### config.mk
export PLATFORM = sky130hd
export DESIGN_NAME = tbcu_unpacker_flat
export DESIGN_NICKNAME = d
export VERILOG_FILES = /design/src/tbcu_pkg.sv /design/src/tbcu_if.sv /design/src/tbcu_unpacker.sv /design/src/flat_wrapper.sv
export SDC_FILE = /design/constraint.sdc
export NUM_CORES = 1
export LEC_CHECK = 0
export BUFFER_PORTS_ARGS = -buffer_cell sky130_fd_sc_hd__buf_2
export CORE_MARGIN = 2
export CORE_UTILIZATION = 46
export CTS_CLUSTER_DIAMETER = 60
export DETAILED_ROUTE_END_ITERATION = 10
export HOLD_SLACK_MARGIN = 0.08
export PLACE_DENSITY = 0.61
export SETUP_SLACK_MARGIN = 0.5
export SYNTH_ARGS = -nofsm -noshare
export SYNTH_HDL_FRONTEND = slang
export SYNTH_SLANG_ARGS = --single-unit
### constraint.sdc
create_clock -name clk -period 8 [get_ports clk]
set_input_delay 1.2 -clock clk [delete_from_list [all_inputs] [get_ports clk]]
set_output_delay 1.2 -clock clk [all_outputs]
set_load 0.05 [all_outputs]
### src/tbcu_pkg.sv
// tbcu_pkg: command word layouts, alignment codes, host-side register map
// and the dword arithmetic shared by both ends of the transmit buffer link.
// assumes nothing of its surroundings.
package tbcu_pkg;

  // ----------------------------------------------------------------------
  // first command word
  // ----------------------------------------------------------------------
  localparam int A_IRQ_BIT   = 31;
  localparam int A_ALIGN_HI  = 25;
  localparam int A_ALIGN_LO  = 24;
  localparam int A_OFF_HI    = 20;
  localparam int A_OFF_LO    = 16;
  localparam int A_FS_BIT    = 13;
  localparam int A_LS_BIT    = 12;
  localparam int LEN_HI      = 10;
  localparam logic [31:0] A_RSVD_MASK = 32'h7ce0_c800;

  // ----------------------------------------------------------------------
  // second command word
  // ----------------------------------------------------------------------
  localparam int B_TAG_HI    = 31;
  localparam int B_TAG_LO    = 16;
  localparam int B_NOCRC_BIT = 13;
  localparam int B_NOPAD_BIT = 12;
  localparam logic [31:0] B_RSVD_MASK = 32'h0000_c800;

  // ----------------------------------------------------------------------
  // end alignment codes, host limits
  // ----------------------------------------------------------------------
  localparam logic [1:0]  ALIGN_4       = 2'h0;
  localparam logic [1:0]  ALIGN_16      = 2'h1;
  localparam logic [1:0]  ALIGN_32      = 2'h2;
  localparam logic [7:0]  MAX_FRAGS     = 8'h56;
  localparam logic [10:0] MIN_MID_BYTES = 11'h004;

  // ----------------------------------------------------------------------
  // host register map and status bits
  // ----------------------------------------------------------------------
  localparam logic [3:0] REG_CMD_A  = 4'h0;
  localparam logic [3:0] REG_CMD_B  = 4'h4;
  localparam logic [3:0] REG_DATA   = 4'h8;
  localparam logic [3:0] REG_STATUS = 4'hc;
  localparam int ST_BUSY_BIT = 0;
  localparam int ST_REJ_BIT  = 1;
  localparam int ST_OVR_BIT  = 2;

  // whole dwords a buffer occupies, offset and end filler included
  function automatic logic [9:0] total_dwords(logic [4:0] off, logic [1:0] align, logic [10:0] size);
    logic [11:0] span;
    logic [11:0] rnd;
    span = {7'h00, off} + {1'b0, size};
    unique case (align)
      ALIGN_16: rnd = (span + 12'h00f) & 12'hff0;
      ALIGN_32: rnd = (span + 12'h01f) & 12'hfe0;
      // reserved code 11 is taken as 4-byte alignment
      default:  rnd = (span + 12'h003) & 12'hffc;
    endcase
    return rnd[11:2];
  endfunction

  // dwords up to and including the last one holding payload
  function automatic logic [9:0] data_dwords(logic [4:0] off, logic [10:0] size);
    logic [11:0] lo;
    lo = {10'h000, off[1:0]} + {1'b0, size} + 12'h003;
    return lo[11:2] + {7'h00, off[4:2]};
  endfunction

endpackage

### src/tbcu_if.sv
// tbcu_if: dword stream from the host writer into the unpacker.
// assumes both ends share one clock; the word moves when valid and ready meet.
`timescale 1ns/10ps
interface tbcu_if;
  logic [31:0] data;
  logic        valid;
  logic        ready;

  modport host (output data, output valid, input ready);
  modport dev  (input data, input valid, output ready);
endinterface

### src/tbcu_unpacker.sv
// tbcu_unpacker: device end; strips command words, offset and filler dwords
// and feeds payload bytes to the mac side transmit queue.
// assumes the mac side queue stores a packet whole before it sends it.
//
// Strobed register access and the placing of the registers were chosen for this implementation.
`timescale 1ns/10ps

// Functional notes
// - start offset field gives first byte
// - offset low bits pick first byte lane
// - offset high bits skip whole filler dwords
// - first and last segment flags
// - end filler computed from size, discarded
// - summed sizes checked against packet length
// - packet tag copied into status
// - crc disable bit suppresses crc
// - pad disable forces crc on
// - dwords after command words are offset filler, payload and end filler
// - unused trailing bytes not forwarded
// - host keeps middle buffers four bytes
// - host may start, end anywhere
// - host limits packet queue space 2036; the writer does not check packet length
// - whole packet queued before transmission
// - host may cap buffers at 86
// - host writes reserved bits zero
// - alignment codes 4, 16, 32 bytes
// - buffer loaded flag when requested
// - second word only with first segment
module tbcu_unpacker (
  // clock and reset
  input  wire logic        clk,
  input  wire logic        rst,
  // dword stream from the host
  tbcu_if.dev              link,
  // byte stream to the mac side transmit queue
  output logic [7:0]       mac_byte,
  output logic             mac_valid,
  output logic             mac_last,
  input  wire logic        mac_ready,
  output logic             mac_no_crc,
  output logic             mac_no_pad,
  output logic             pkt_queued,
  // per packet status
  output logic             status_valid,
  output logic [15:0]      status_tag,
  output logic             status_err,
  // flags
  output logic             buffer_loaded_flag,
  output logic             transmit_error_flag,
  input  wire logic        txe_clear
);

  typedef enum logic [1:0] {S_CMDA, S_CMDB, S_WORD, S_EMIT} tbcu_state_t;

  tbcu_state_t state_q;
  logic [31:0] hold_q;
  logic [10:0] bytes_left_q;
  logic [9:0]  dw_left_q;
  logic [2:0]  skip_q;
  logic [1:0]  lane_q;
  logic [1:0]  in_lane_q;
  logic        first_q;
  logic        irq_q;
  logic        ls_q;
  logic [17:0] sum_q;
  logic [10:0] pkt_len_q;
  logic [15:0] tag_q;
  logic        no_crc_q;
  logic        no_pad_q;
  logic        loaded_q;
  logic        stat_v_q;
  logic [15:0] stat_tag_q;
  logic        stat_err_q;
  logic        queued_q;
  logic        txe_q;

  logic        take;
  logic        finish;
  logic        byte_go;
  logic        mismatch;
  logic [4:0]  a_off;
  logic [10:0] a_size;

  // ----------------------------------------------------------------------
  // stream handshake
  // ----------------------------------------------------------------------
  // a buffer ends only once every dword is taken and every byte is out,
  // which costs one idle cycle but keeps the status after the last byte
  assign finish  = (state_q == S_WORD) && (dw_left_q == 10'h000);
  assign link.ready = (state_q == S_CMDA) || (state_q == S_CMDB) ||
                      ((state_q == S_WORD) && (dw_left_q != 10'h000));
  assign take    = link.valid && link.ready;
  assign byte_go = (state_q == S_EMIT) && mac_ready;
  assign a_off   = link.data[tbcu_pkg::A_OFF_HI:tbcu_pkg::A_OFF_LO];
  assign a_size  = link.data[tbcu_pkg::LEN_HI:0];
  assign mismatch = sum_q != {7'h00, pkt_len_q};

  // ----------------------------------------------------------------------
  // sequencing
  // ----------------------------------------------------------------------
  always_ff @(posedge clk) begin
    if (rst) begin
      state_q <= S_CMDA;
    end else begin
      unique case (state_q)
        S_CMDA: begin
          if (take) begin
            // second word only with first segment
            state_q <= link.data[tbcu_pkg::A_FS_BIT] ? S_CMDB : S_WORD;
          end
        end
        S_CMDB: begin
          if (take) begin
            state_q <= S_WORD;
          end
        end
        S_WORD: begin
          if (finish) begin
            state_q <= S_CMDA;
          end else if (take && (skip_q == 3'h0) && (bytes_left_q != 11'h000)) begin
            state_q <= S_EMIT;
          end
        end
        S_EMIT: begin
          // back to S_WORD at the last counted byte or after the dword's top lane
          if (byte_go && ((bytes_left_q == 11'h001) || (in_lane_q == 2'h3))) begin
            state_q <= S_WORD;
          end
        end
      endcase
    end
  end

  // ----------------------------------------------------------------------
  // first command word and dword accounting
  // ----------------------------------------------------------------------
  always_ff @(posedge clk) begin
    if (rst) begin
      dw_left_q <= 10'h000;
      skip_q    <= 3'h0;
      lane_q    <= 2'h0;
      irq_q     <= 1'b0;
      ls_q      <= 1'b0;
    end else if (state_q == S_CMDA && take) begin
      // whole buffer dwords from offset, size and alignment
      dw_left_q <= tbcu_pkg::total_dwords(a_off, link.data[tbcu_pkg::A_ALIGN_HI:tbcu_pkg::A_ALIGN_LO], a_size);
      skip_q    <= a_off[4:2];
      lane_q    <= a_off[1:0];
      irq_q     <= link.data[tbcu_pkg::A_IRQ_BIT];
      ls_q      <= link.data[tbcu_pkg::A_LS_BIT];
    end else if (state_q == S_WORD && take) begin
      dw_left_q <= dw_left_q - 10'h001;
      if (skip_q != 3'h0) begin
        skip_q <= skip_q - 3'h1;
      end
    end
  end

  // ----------------------------------------------------------------------
  // running byte sum per packet
  // ----------------------------------------------------------------------
  always_ff @(posedge clk) begin
    if (rst) begin
      sum_q <= 18'h00000;
    end else if (state_q == S_CMDA && take) begin
      // sum restarts at the first segment
      if (link.data[tbcu_pkg::A_FS_BIT]) begin
        sum_q <= {7'h00, a_size};
      end else begin
        sum_q <= sum_q + {7'h00, a_size};
      end
    end
  end

  // ----------------------------------------------------------------------
  // second command word
  // ----------------------------------------------------------------------
  always_ff @(posedge clk) begin
    if (rst) begin
      pkt_len_q <= 11'h000;
      tag_q     <= 16'h0000;
      no_crc_q  <= 1'b0;
      no_pad_q  <= 1'b0;
    end else if (state_q == S_CMDB && take) begin
      pkt_len_q <= link.data[tbcu_pkg::LEN_HI:0];
      // tag kept for the status word
      tag_q     <= link.data[tbcu_pkg::B_TAG_HI:tbcu_pkg::B_TAG_LO];
      // pad disable forces the crc back on
      no_crc_q  <= link.data[tbcu_pkg::B_NOCRC_BIT] && !link.data[tbcu_pkg::B_NOPAD_BIT];
      no_pad_q  <= link.data[tbcu_pkg::B_NOPAD_BIT];
    end
  end

  // ----------------------------------------------------------------------
  // payload extraction
  // ----------------------------------------------------------------------
  always_ff @(posedge clk) begin
    if (rst) begin
      hold_q       <= 32'h0000_0000;
      bytes_left_q <= 11'h000;
      in_lane_q    <= 2'h0;
      first_q      <= 1'b0;
    end else if (state_q == S_CMDA && take) begin
      bytes_left_q <= a_size;
      first_q      <= 1'b1;
    end else if (state_q == S_WORD && take && skip_q == 3'h0 && bytes_left_q != 11'h000) begin
      // shift the first lane down to byte 0
      hold_q    <= first_q ? (link.data >> {lane_q, 3'b000}) : link.data;
      in_lane_q <= first_q ? lane_q : 2'h0;
      first_q   <= 1'b0;
    end else if (byte_go) begin
      hold_q       <= {8'h00, hold_q[31:8]};
      bytes_left_q <= bytes_left_q - 11'h001;
      in_lane_q    <= in_lane_q + 2'h1;
    end
  end

  assign mac_byte   = hold_q[7:0];
  assign mac_valid  = state_q == S_EMIT;
  assign mac_last   = (state_q == S_EMIT) && ls_q && (bytes_left_q == 11'h001);
  assign mac_no_crc = no_crc_q;
  assign mac_no_pad = no_pad_q;

  // ----------------------------------------------------------------------
  // buffer and packet completion
  // ----------------------------------------------------------------------
  always_ff @(posedge clk) begin
    if (rst) begin
      loaded_q   <= 1'b0;
      stat_v_q   <= 1'b0;
      queued_q   <= 1'b0;
      stat_tag_q <= 16'h0000;
      stat_err_q <= 1'b0;
    end else begin
      loaded_q <= finish && irq_q;
      stat_v_q <= finish && ls_q;
      // release the packet only once complete
      queued_q <= finish && ls_q;
      if (finish && ls_q) begin
        stat_tag_q <= tag_q;
        stat_err_q <= mismatch;
      end
    end
  end

  // error flag stays until cleared; a new mismatch beats the clear
  always_ff @(posedge clk) begin
    if (rst) begin
      txe_q <= 1'b0;
    end else if (finish && ls_q && mismatch) begin
      txe_q <= 1'b1;
    end else if (txe_clear) begin
      txe_q <= 1'b0;
    end
  end

  assign buffer_loaded_flag  = loaded_q;
  assign status_valid        = stat_v_q;
  assign status_tag          = stat_tag_q;
  assign status_err          = stat_err_q;
  assign pkt_queued          = queued_q;
  assign transmit_error_flag = txe_q;

endmodule // tbcu_unpacker

### src/flat_wrapper.sv
// flat-port wrapper written by rule: the top's interface ports become plain ports
module tbcu_unpacker_flat 
  (clk, rst, mac_byte, mac_valid, mac_last, mac_ready, mac_no_crc, mac_no_pad, pkt_queued, status_valid, status_tag, status_err, buffer_loaded_flag, transmit_error_flag, txe_clear, link_data, link_valid, link_ready);
  tbcu_if link_i ();
  input  wire logic clk;
  input  wire logic rst;
  output logic [7:0] mac_byte;
  output logic mac_valid;
  output logic mac_last;
  input  wire logic mac_ready;
  output logic mac_no_crc;
  output logic mac_no_pad;
  output logic pkt_queued;
  output logic status_valid;
  output logic [15:0] status_tag;
  output logic status_err;
  output logic buffer_loaded_flag;
  output logic transmit_error_flag;
  input  wire logic txe_clear;
  input wire logic [$bits(link_i.data)-1:0] link_data;
  input wire logic [$bits(link_i.valid)-1:0] link_valid;
  output wire logic [$bits(link_i.ready)-1:0] link_ready;
  assign link_i.data = link_data;
  assign link_i.valid = link_valid;
  assign link_ready = link_i.ready;
  tbcu_unpacker u_core (.clk(clk), .rst(rst), .link(link_i), .mac_byte(mac_byte), .mac_valid(mac_valid), .mac_last(mac_last), .mac_ready(mac_ready), .mac_no_crc(mac_no_crc), .mac_no_pad(mac_no_pad), .pkt_queued(pkt_queued), .status_valid(status_valid), .status_tag(status_tag), .status_err(status_err), .buffer_loaded_flag(buffer_loaded_flag), .transmit_error_flag(transmit_error_flag), .txe_clear(txe_clear));
endmodule
==> metrics.md, run 1 <==
| Metric | Value |
|---|---|
| Status | complete, no violations |
| Die area | 17,700 um^2 |
| Flop-to-flop setup slack | 4.51 ns |
| Seq pwr share | 38.1% |
| Post-Synth XOR/XNOR Area | 4.34% |
| Post-synth EDFFs | 0 |
| Simple-gate portion of the synthesized area | 22.3% |
| Largest net degree at the start of global routing | 94 |
| Worst setup path class | flop to output port |
| Dominant combinational cell family by area after synthesis | compound AO/OA/AOI/OAI gates |
| Worst VDD drop | 0.147 mV |
| Gate power share | 22.1% |
| Clock Power Share | 39.7% |
| NetSw | 632 uW |
| Post-synthesis compound-gate area fraction | 24.3% |
| Syn Area/Cell | 7.82 um^2 |
| Antenna violations before repair | 0 |
| Maximum clock path buffer count | 2 |
| GR Util met1 | 35.6% |
| Max Slew Vio Count | 0 |
| Fin. Hold Viols | 0 |
| Gr usage total | 25.2% |
| Design area | 8570 um^2 |
| GRT busiest layer | met2 |
| Ant diodes | 0 |
| Drt first pass iters | 5 |
| Hold Slack | 0.449 ns |
| Via count | 7,183 |
| Hold-fix buffers, CTS | 0 |
| Die X | 133 um |
| Setup TNS | 0 ns |
| Core ar. | 16,400 um^2 |
| Vias in the first global route | 6,538 |
| Hold path cells | 2 |
| CP startpoint kind | flop |
| Layout Nets | 1,059 |
| Gate Count Post-Synth | 980 |
| Placed cells | 1,197 |
| Setup violators final | 0 |
| Design internal power | 1330 uW |
| Final min period | 3.84 ns |
| Syn-to-layout area delta | 11.9% |
| Crit Path Max Fanout | 4 |
| Drt total wl | 22,000 um |
| Reg2reg end | u_core.transmit_error_flag |
| Tcrit/Tclk final | 48.1% |
| Global-route wire length before repair | 35,300 um |
| Fill count | 1,602 |
| Initial core utilization | 46.7% |
| Max_slew headroom | 25.3% |
| Core Util, Final | 52.2% |
| Gr ovfl total | 0 |
| Seq/Total Area, Yosys | 34.5% |
| Ys Warns | 0 |
| Share of layout cells above drive strength 1 | 12.5% |
| Die Y | 133 um |
| Worst Setup SP | u_core.dw_left_q[0] |
| PortBufs | 70 |
| Top FF cell, synth | dfxtp_1 |
| Dpl cell area | 7990 um^2 |
| Post-synthesis mux area share | 4.23% |
| FF+latch count, synth | 132 |
| Register clock-pin slew on the reported worst setup and hold paths | 0.06 ns |
| Arrival time at the worst endpoint | 2.64 ns |
| Worst Skew | 0.00813 ns |
| Reg2Reg Launch Point | u_core.dw_left_q[0] |
| Cell Count, Final, Fillers Out | 1,229 |
| CTS tree | done |
| GRT met2 Usage | 39.5% |
| CTS root buffer | clkbuf_16 |
| Min-delay src | u_core.status_tag[2] |
| Post-Synth Adder-Cell Area | 4.57% |
| TritonCTS buffer count | 17 |
| Gpl congestion | 0.887 |
| Leak Pwr | 0.00335 uW |
| DP HPWL | 14,800 um |
| RSZ-0062 raised after global routing | no |
| Num ports | 71 |
| Min-Delay Path Class | flop to flop |
| Max-Cap Viols | 0 |
| Pwr dens | 228 nW/um^2 |
| M3 GR Usage | 4.87% |
| Post-CTS Setup Bufs | 0 |
| Std cell rows | 47 |
| DR DRC count | 0 |
| Nature of the critical path endpoint | output port |
| Post_cts resized | 0 |
| Switching fraction of total power | 32.2% |
| Post-synth top area cell | dfxtp_1 |
| CP required | 6.80 ns |
| Clk sinks | 132 |
| Async S/R FF share, synth | 0% |
| Yosys cell types | 70 |
| Syn_nets | 1,043 |
| Final ANT Viol Nets | 0 |
| Synth area leaders | dfxtp_1 (34%), nand2_1 (7.2%), a21oi_1 (6.5%), a211oi_1 (4.4%), ha_1 (3.9%) |
| Sink of the worst hold path | u_core.status_tag[2] |
| Initial DRC Count | 603 |
| Tightest Pin Transition | 1.12 ns |
| Register-to-Register Path Depth | 9 |
| Htree depth | 4 |
| Via-to-Cell Ratio | 5.84 |
| Post-Syn Area | 7660 um^2 |
| Max Freq | 260 MHz |
| Routed WL per cell | 17.9 um |
| Top-area cell type share of the netlist area | 34.5% |
| Clk Latency, worst-skew pair | 0.42 ns |
==> per-layer routing <==
layer  share of wire (%)  routed length [um]
met1                  48               10600
met2                  46               10100
met3                 4.5                 987
met4                 1.3                 289
met5                   0                   0
==> power groups by stage <==
stage,clock (uW),sequential [uW],combinational [uW]
after floorplan,0,746,334
after global placement,0,760,427
after detailed placement,0,760,428
after CTS,789,746,431
after global routing,818,754,483
final,778,747,433
==> sequential cells by signal (all words and copies together), names as in the netlist <==
name                        cells
u_core.status_err               1
u_core.status_tag              16
u_core.dw_left_q               10
u_core.first_q                  1
u_core.state_q                  2
u_core.hold_q                  32
u_core.lane_q                   2
u_core.tag_q                   16
u_core.mac_no_crc               1
u_core.transmit_error_flag      1
u_core.in_lane_q                2
u_core.ls_q                     1
u_core.skip_q                   3
u_core.status_valid             1
u_core.mac_no_pad               1
u_core.pkt_len_q               11
u_core.buffer_loaded_flag       1
u_core.sum_q                   18
u_core.irq_q                    1
u_core.bytes_left_q            11
==> kinds of logic after synthesis <==
kind of cell | after synthesis
flops | 132
compound gates | 284
buf+inv | 104
mux | 32
xor+xnor | 38
simple gates | 363
fa+ha+maj | 27
==> stage by stage <==
stage / setup WS, ns / total power (uW)
floorplan: 4.54 / 1080
global placement: 4.18 / 1190
detailed placement: 4.09 / 1190
CTS: 4.19 / 1970
global route: 4.06 / 2060
finish: 4.16 / 1960
==> synthesized netlist by cell type (7+ instances only) <==
cell and number:
dfxtp_1 132, nand2b_1 9, clkbuf_1 52, a2111oi_0 8, a21oi_1 100, inv_1 25, nor2b_1 15, xor2_1 20
a211oi_1 45, xnor2_1 18, nor2_1 76, o21ai_0 44, nor3b_1 7, buf_2 11, a221oi_1 14, nor3_1 26
mux2i_1 29, and2_1 8, nand3_1 26, a31oi_1 7, or3_1 9, nor4_1 8, buf_4 9, ha_1 24
nand2_1 147
==> worst max path at each step <==
| stage | to | cells past startpoint |
|---|---|---|
| 6_report | link_ready | 6 |
| 2_1_floorplan | u_core.dw_left_q[5] | 9 |
| 5_1_grt | link_ready | 6 |
| 3_3_place_gp | u_core.dw_left_q[7] | 11 |
| 3_5_place_dp | u_core.dw_left_q[7] | 11 |
| 4_1_cts | link_ready | 6 |
==> worst max-delay path, cell delays in order (launching register included) <==
cell and delay, ns:
dfxtp_1 0.33, inv_1 0.06, ha_1 0.18, or3b_2 0.50, nor4_1 0.68, o21ai_0 0.21, buf_2 0.26
==> area by class of cell <==
cell class / instances / area, um^2 / area share, %
repair buffers: 75 / 390 / 4.55
flip-flops and latches: 132 / 2640 / 30.8
multi-input cells: 744 / 4580 / 53.5
well taps: 220 / 275 / 3.21
clock buffers: 18 / 429 / 5.01
inverters: 26 / 97.6 / 1.14
clock inverters: 14 / 153 / 1.78
==> layout by cell type (no fill, tap or decap), drive strengths merged, types with 9 or more instances in the layout <==
master / Yosys / routed
a211oi: 46 / 46
a21oi: 100 / 100
a221oi: 14 / 14
buf: 26 / 75
clkbuf: 52 / 18
dfxtp: 132 / 132
ha: 24 / 24
inv: 25 / 29
mux2i: 29 / 29
nand2: 147 / 147
nand2b: 9 / 9
nand3: 26 / 26
nor2: 76 / 76
nor2b: 15 / 15
nor3: 26 / 26
o21ai: 48 / 48
or3: 9 / 9
xnor2: 18 / 18
xor2: 20 / 20
(Power assumes the default switching activity.)
==> run 2: changes to the inputs <==
- ABC_AREA: not set -> 1
- PLACE_DENSITY: 0.61 -> 0.64
- clock period: 8 -> 3.3 ns (I/O delays scaled with it)
==> run 2 against run 1 <==
Register-to-register slack got worse by 3.6 ns. Area after synthesis rose by 5.0%. Flip-flop and latch count did not move. Sequential share of layout area fell by 1.5 points. Via count rose by 10%. Sequential power rose to 2.5 times the previous value. First-iteration DRC count rose by 1.3%. Critical path type unchanged.
==> metrics.md, run 2 <==
| Metric | Value |
|---|---|
| Ant diodes | 0 (unchanged) |
| Initial DRC Count | 611 (was 603) |
| Post-CTS Setup Bufs | 0 (unchanged) |
| Antenna violations before repair | 0 (unchanged) |
| GR Util met1 | 36.4% (was 35.6%) |
| Cell Count, Final, Fillers Out | 1,477 (was 1,229) |
| Register clock-pin slew on the reported worst setup and hold paths | 0.06 ns (about the same) |
| Synth area leaders | dfxtp_1 (33%), nand2_1 (12%), o21ai_0 (8.1%), a21oi_1 (6.5%), inv_1 (5.3%) (was dfxtp_1 (34%), nand2_1 (7.2%), a21oi_1 (6.5%), a211oi_1 (4.4%), ha_1 (3.9%)) |
| Maximum clock path buffer count | 2 (unchanged) |
| Max Slew Vio Count | 0 (unchanged) |
| Placed cells | 1,445 (was 1,197) |
| Syn Area/Cell | 6.71 um^2 (was 7.82 um^2) |
| Via count | 7,907 (was 7,183) |
| Vias in the first global route | 7,221 (was 6,538) |
| Routed WL per cell | 15.9 um (was 17.9 um) |
| Fin. Hold Viols | 0 (unchanged) |
| Setup TNS | 0 ns (unchanged) |
| Largest net degree at the start of global routing | 46 (was 94) |
| Commonest non-fill, non-tap cells in the layout | nand2_1 (255), dfxtp_1 (132), o21ai_0 (130) (was nand2_1 (146), dfxtp_1 (132), a21oi_1 (100)) |
| Critical path cell sequence | inv_1, ha_1, nand2_2, nor2_2, nand2_2, nor2_4, nand2_4, nor2_4, nand2_4, nand2_4, nand2_4, buf_2 (was inv_1, ha_1, or3b_2, nor4_1, o21ai_0, buf_2) |
| Status | complete, no violations (unchanged) |
| Top-area cell type share of the netlist area | 32.9% (was 34.5%) |
| CP required | 2.80 ns (was 6.80 ns) |
| Nature of the critical path endpoint | output port (unchanged) |
| Top cell by count, worst path | nand2_4 |
| Count leader, synth | nand2_1 (unchanged) |
| Top FF cell, synth | dfxtp_1 (unchanged) |
| Worst Skew | 0.0108 ns (was 0.00813 ns) |
| Gr ovfl total | 0 (unchanged) |
| Die X | 136 um (was 133 um) |
| Hold Slack | 0.331 ns (was 0.449 ns) |
| Synth cell count leaders | nand2_1 (255), dfxtp_1 (132), o21ai_0 (130) (was nand2_1 (147), dfxtp_1 (132), a21oi_1 (100)) |
| Dpl cell area | 8430 um^2 (was 7990 um^2) |
| Tcrit/Tclk final | 76.3% |
| Tightest Pin Transition | 0.650 ns (was 1.12 ns) |
| Total power | 5270 uW (was 1960 uW) |
| Die area | 18,600 um^2 (was 17,700 um^2) |
| Worst setup path class | flop to output port (unchanged) |
| FF+latch count, synth | 132 (unchanged) |
| Post-synth top area cell | dfxtp_1 (unchanged) |
| Via-to-Cell Ratio | 5.35 (was 5.84) |
| GRT busiest layer | met2 (unchanged) |
| Std cell rows | 48 (was 47) |
| Arrival time at the worst endpoint | 2.02 ns (was 2.64 ns) |
| Pwr dens | 585 nW/um^2 (was 228 nW/um^2) |
| Post-synth EDFFs | 0 (unchanged) |
| TritonCTS buffer count | 17 (unchanged) |
| Largest register FFs | 32 (unchanged) |
| Async S/R FF share, synth | 0% (unchanged) |
| Clk sinks | 132 (unchanged) |
| RSZ-0062 raised after global routing | no (unchanged) |
| Gate Count Post-Synth | 1,198 (was 980) |
| Most common cell after layout, fill and taps aside | nand2_1 (unchanged) |
| Seq/Total Area, Yosys | 32.9% (was 34.5%) |
| Regs by FF count | u_core.hold_q x32, u_core.sum_q x18 (unchanged) |
| Area of the multi-input gates | 4600 um^2 (was 4580 um^2) |
| Htree depth | 4 (unchanged) |
| Die Y | 136 um (was 133 um) |
| CTS tree | done (unchanged) |
| Design area | 9010 um^2 (was 8570 um^2) |
| Ys Warns | 0 (unchanged) |
| CP startpoint kind | flop (unchanged) |
| Core ar. | 17,200 um^2 (was 16,400 um^2) |
| Max-Cap Viols | 0 (unchanged) |
| M3 GR Usage | 3.62% (was 4.87%) |
| Setup violators final | 0 (unchanged) |
| CTS root buffer | clkbuf_16 (unchanged) |
| Drt total wl | 23,600 um (was 22,000 um) |
| Global-route wire length before repair | 38,000 um (was 35,300 um) |
| Max Freq | 397 MHz |
| Gr usage total | 26.2% (was 25.2%) |
| Share of layout cells above drive strength 1 | 15.1% (was 12.5%) |
| Syn-to-layout area delta | 12.0% (was 11.9%) |
| Final min period | 2.52 ns |
| Drt first pass iters | 5 (unchanged) |
| Min-Delay Path Class | input pin to flop (was flop to flop) |
| DP HPWL | 17,200 um (was 14,800 um) |
| Max incr delay on CP | 0.32 ns (was 0.68 ns) |
| Clk Latency, worst-skew pair | 0.42 ns (about the same) |
| GRT met2 Usage | 40.9% (was 39.5%) |
| Post-Syn Area | 8040 um^2 (was 7660 um^2) |
| Worst VDD drop | 0.406 mV (was 0.147 mV) |
| Final ANT Viol Nets | 0 (unchanged) |
| PortBufs | 70 (unchanged) |
| Yosys cell types | 51 (was 70) |
| Fill count | 1,759 (was 1,602) |
| Layout Nets | 1,302 (was 1,059) |
| Crit Path Max Fanout | 5 (was 4) |
| Num ports | 71 (unchanged) |
| Biggest register | u_core.hold_q (unchanged) |
| Syn_nets | 1,261 (was 1,043) |
| Critical-path top delay cell | dfxtp_1 (was nor4_1) |
| Gpl congestion | 0.907 (was 0.887) |
| Max_slew headroom | 56.7% (was 25.3%) |
| Leak Pwr | 0.00397 uW (was 0.00335 uW) |
| Storage cell area | 2640 um^2 (unchanged) |
| DR DRC count | 0 (unchanged) |
| Initial core utilization | 46.8% (was 46.7%) |
[run 2: path summary, 6_finish.rpt]
kind	startpoint	end	slack, ns	depth (start not counted)
setup reg to reg	u_core.first_q	u_core.hold_q[13]	0.90	10
hold reg to reg	u_core.hold_q[21]	u_core.hold_q[21]	0.45	2
hold / removal	txe_clear	u_core.transmit_error_flag	0.33	4
setup / recovery	u_core.dw_left_q[0]	link_ready	0.78	12
[run 2: repair_timing]
item	in CTS	in global routing
endpoints found under the setup margin	0	3
hold buffers	0	0
gates resized for setup	0	1
[run 2: cell families (layout without fill, tap and decap cells)]
group,after synthesis,count (layout),share of synthesized area [%]
AND/OR/NAND/NOR,519,519,29.0
AO/OA/AOI/OAI,325,325,22.4
buffers and inverters,182,236,9.99
flip-flops,132,132,32.9
adder cells (fa/ha/maj),26,26,4.23
XOR/XNOR,14,14,1.52
[run 2: power by group]
group          internal (uW)  switching, uW  total, uW
sequential              1760            132       1890
clock                   1060            793       1850
combinational            502           1030       1530
total                   3320           1950       5270
[run 2: worst max-delay path, delay by kind of cell (launching register included)]
family / cells / cell delay, ns
buffers and inverters: 2 / 0.33
adders and majority gates: 1 / 0.21
and+or+nand+nor: 9 / 0.75
DFF: 1 / 0.32
[run 2: per-stage QoR]
step           setup slack [ns]  util [%]
2_1_floorplan             0.812         -
3_3_place_gp              0.411      49.1
5_1_grt                   0.501      52.4
6_report                  0.781      52.4
4_1_cts                   0.709      52.4
3_5_place_dp              0.370      49.1
[run 2: metal layers]
| layer | vias to the layer above | wire [um] |
|---|---|---|
| met5 | - | 0 |
| met3 | 45 | 1030 |
| met1 | 3574 | 11400 |
| li1 | 4080 | - |
| met4 | 0 | 752 |
| met2 | 208 | 10300 |
[run 2: area by class of cell]
type / instances / share of cell area (%)
repair buffers: 80 / 4.86
clock inverters: 15 / 1.67
multi-input cells: 884 / 51.1
well taps: 225 / 3.13
inverters: 124 / 5.20
flip-flops and latches: 132 / 29.3
clock buffers: 17 / 4.72
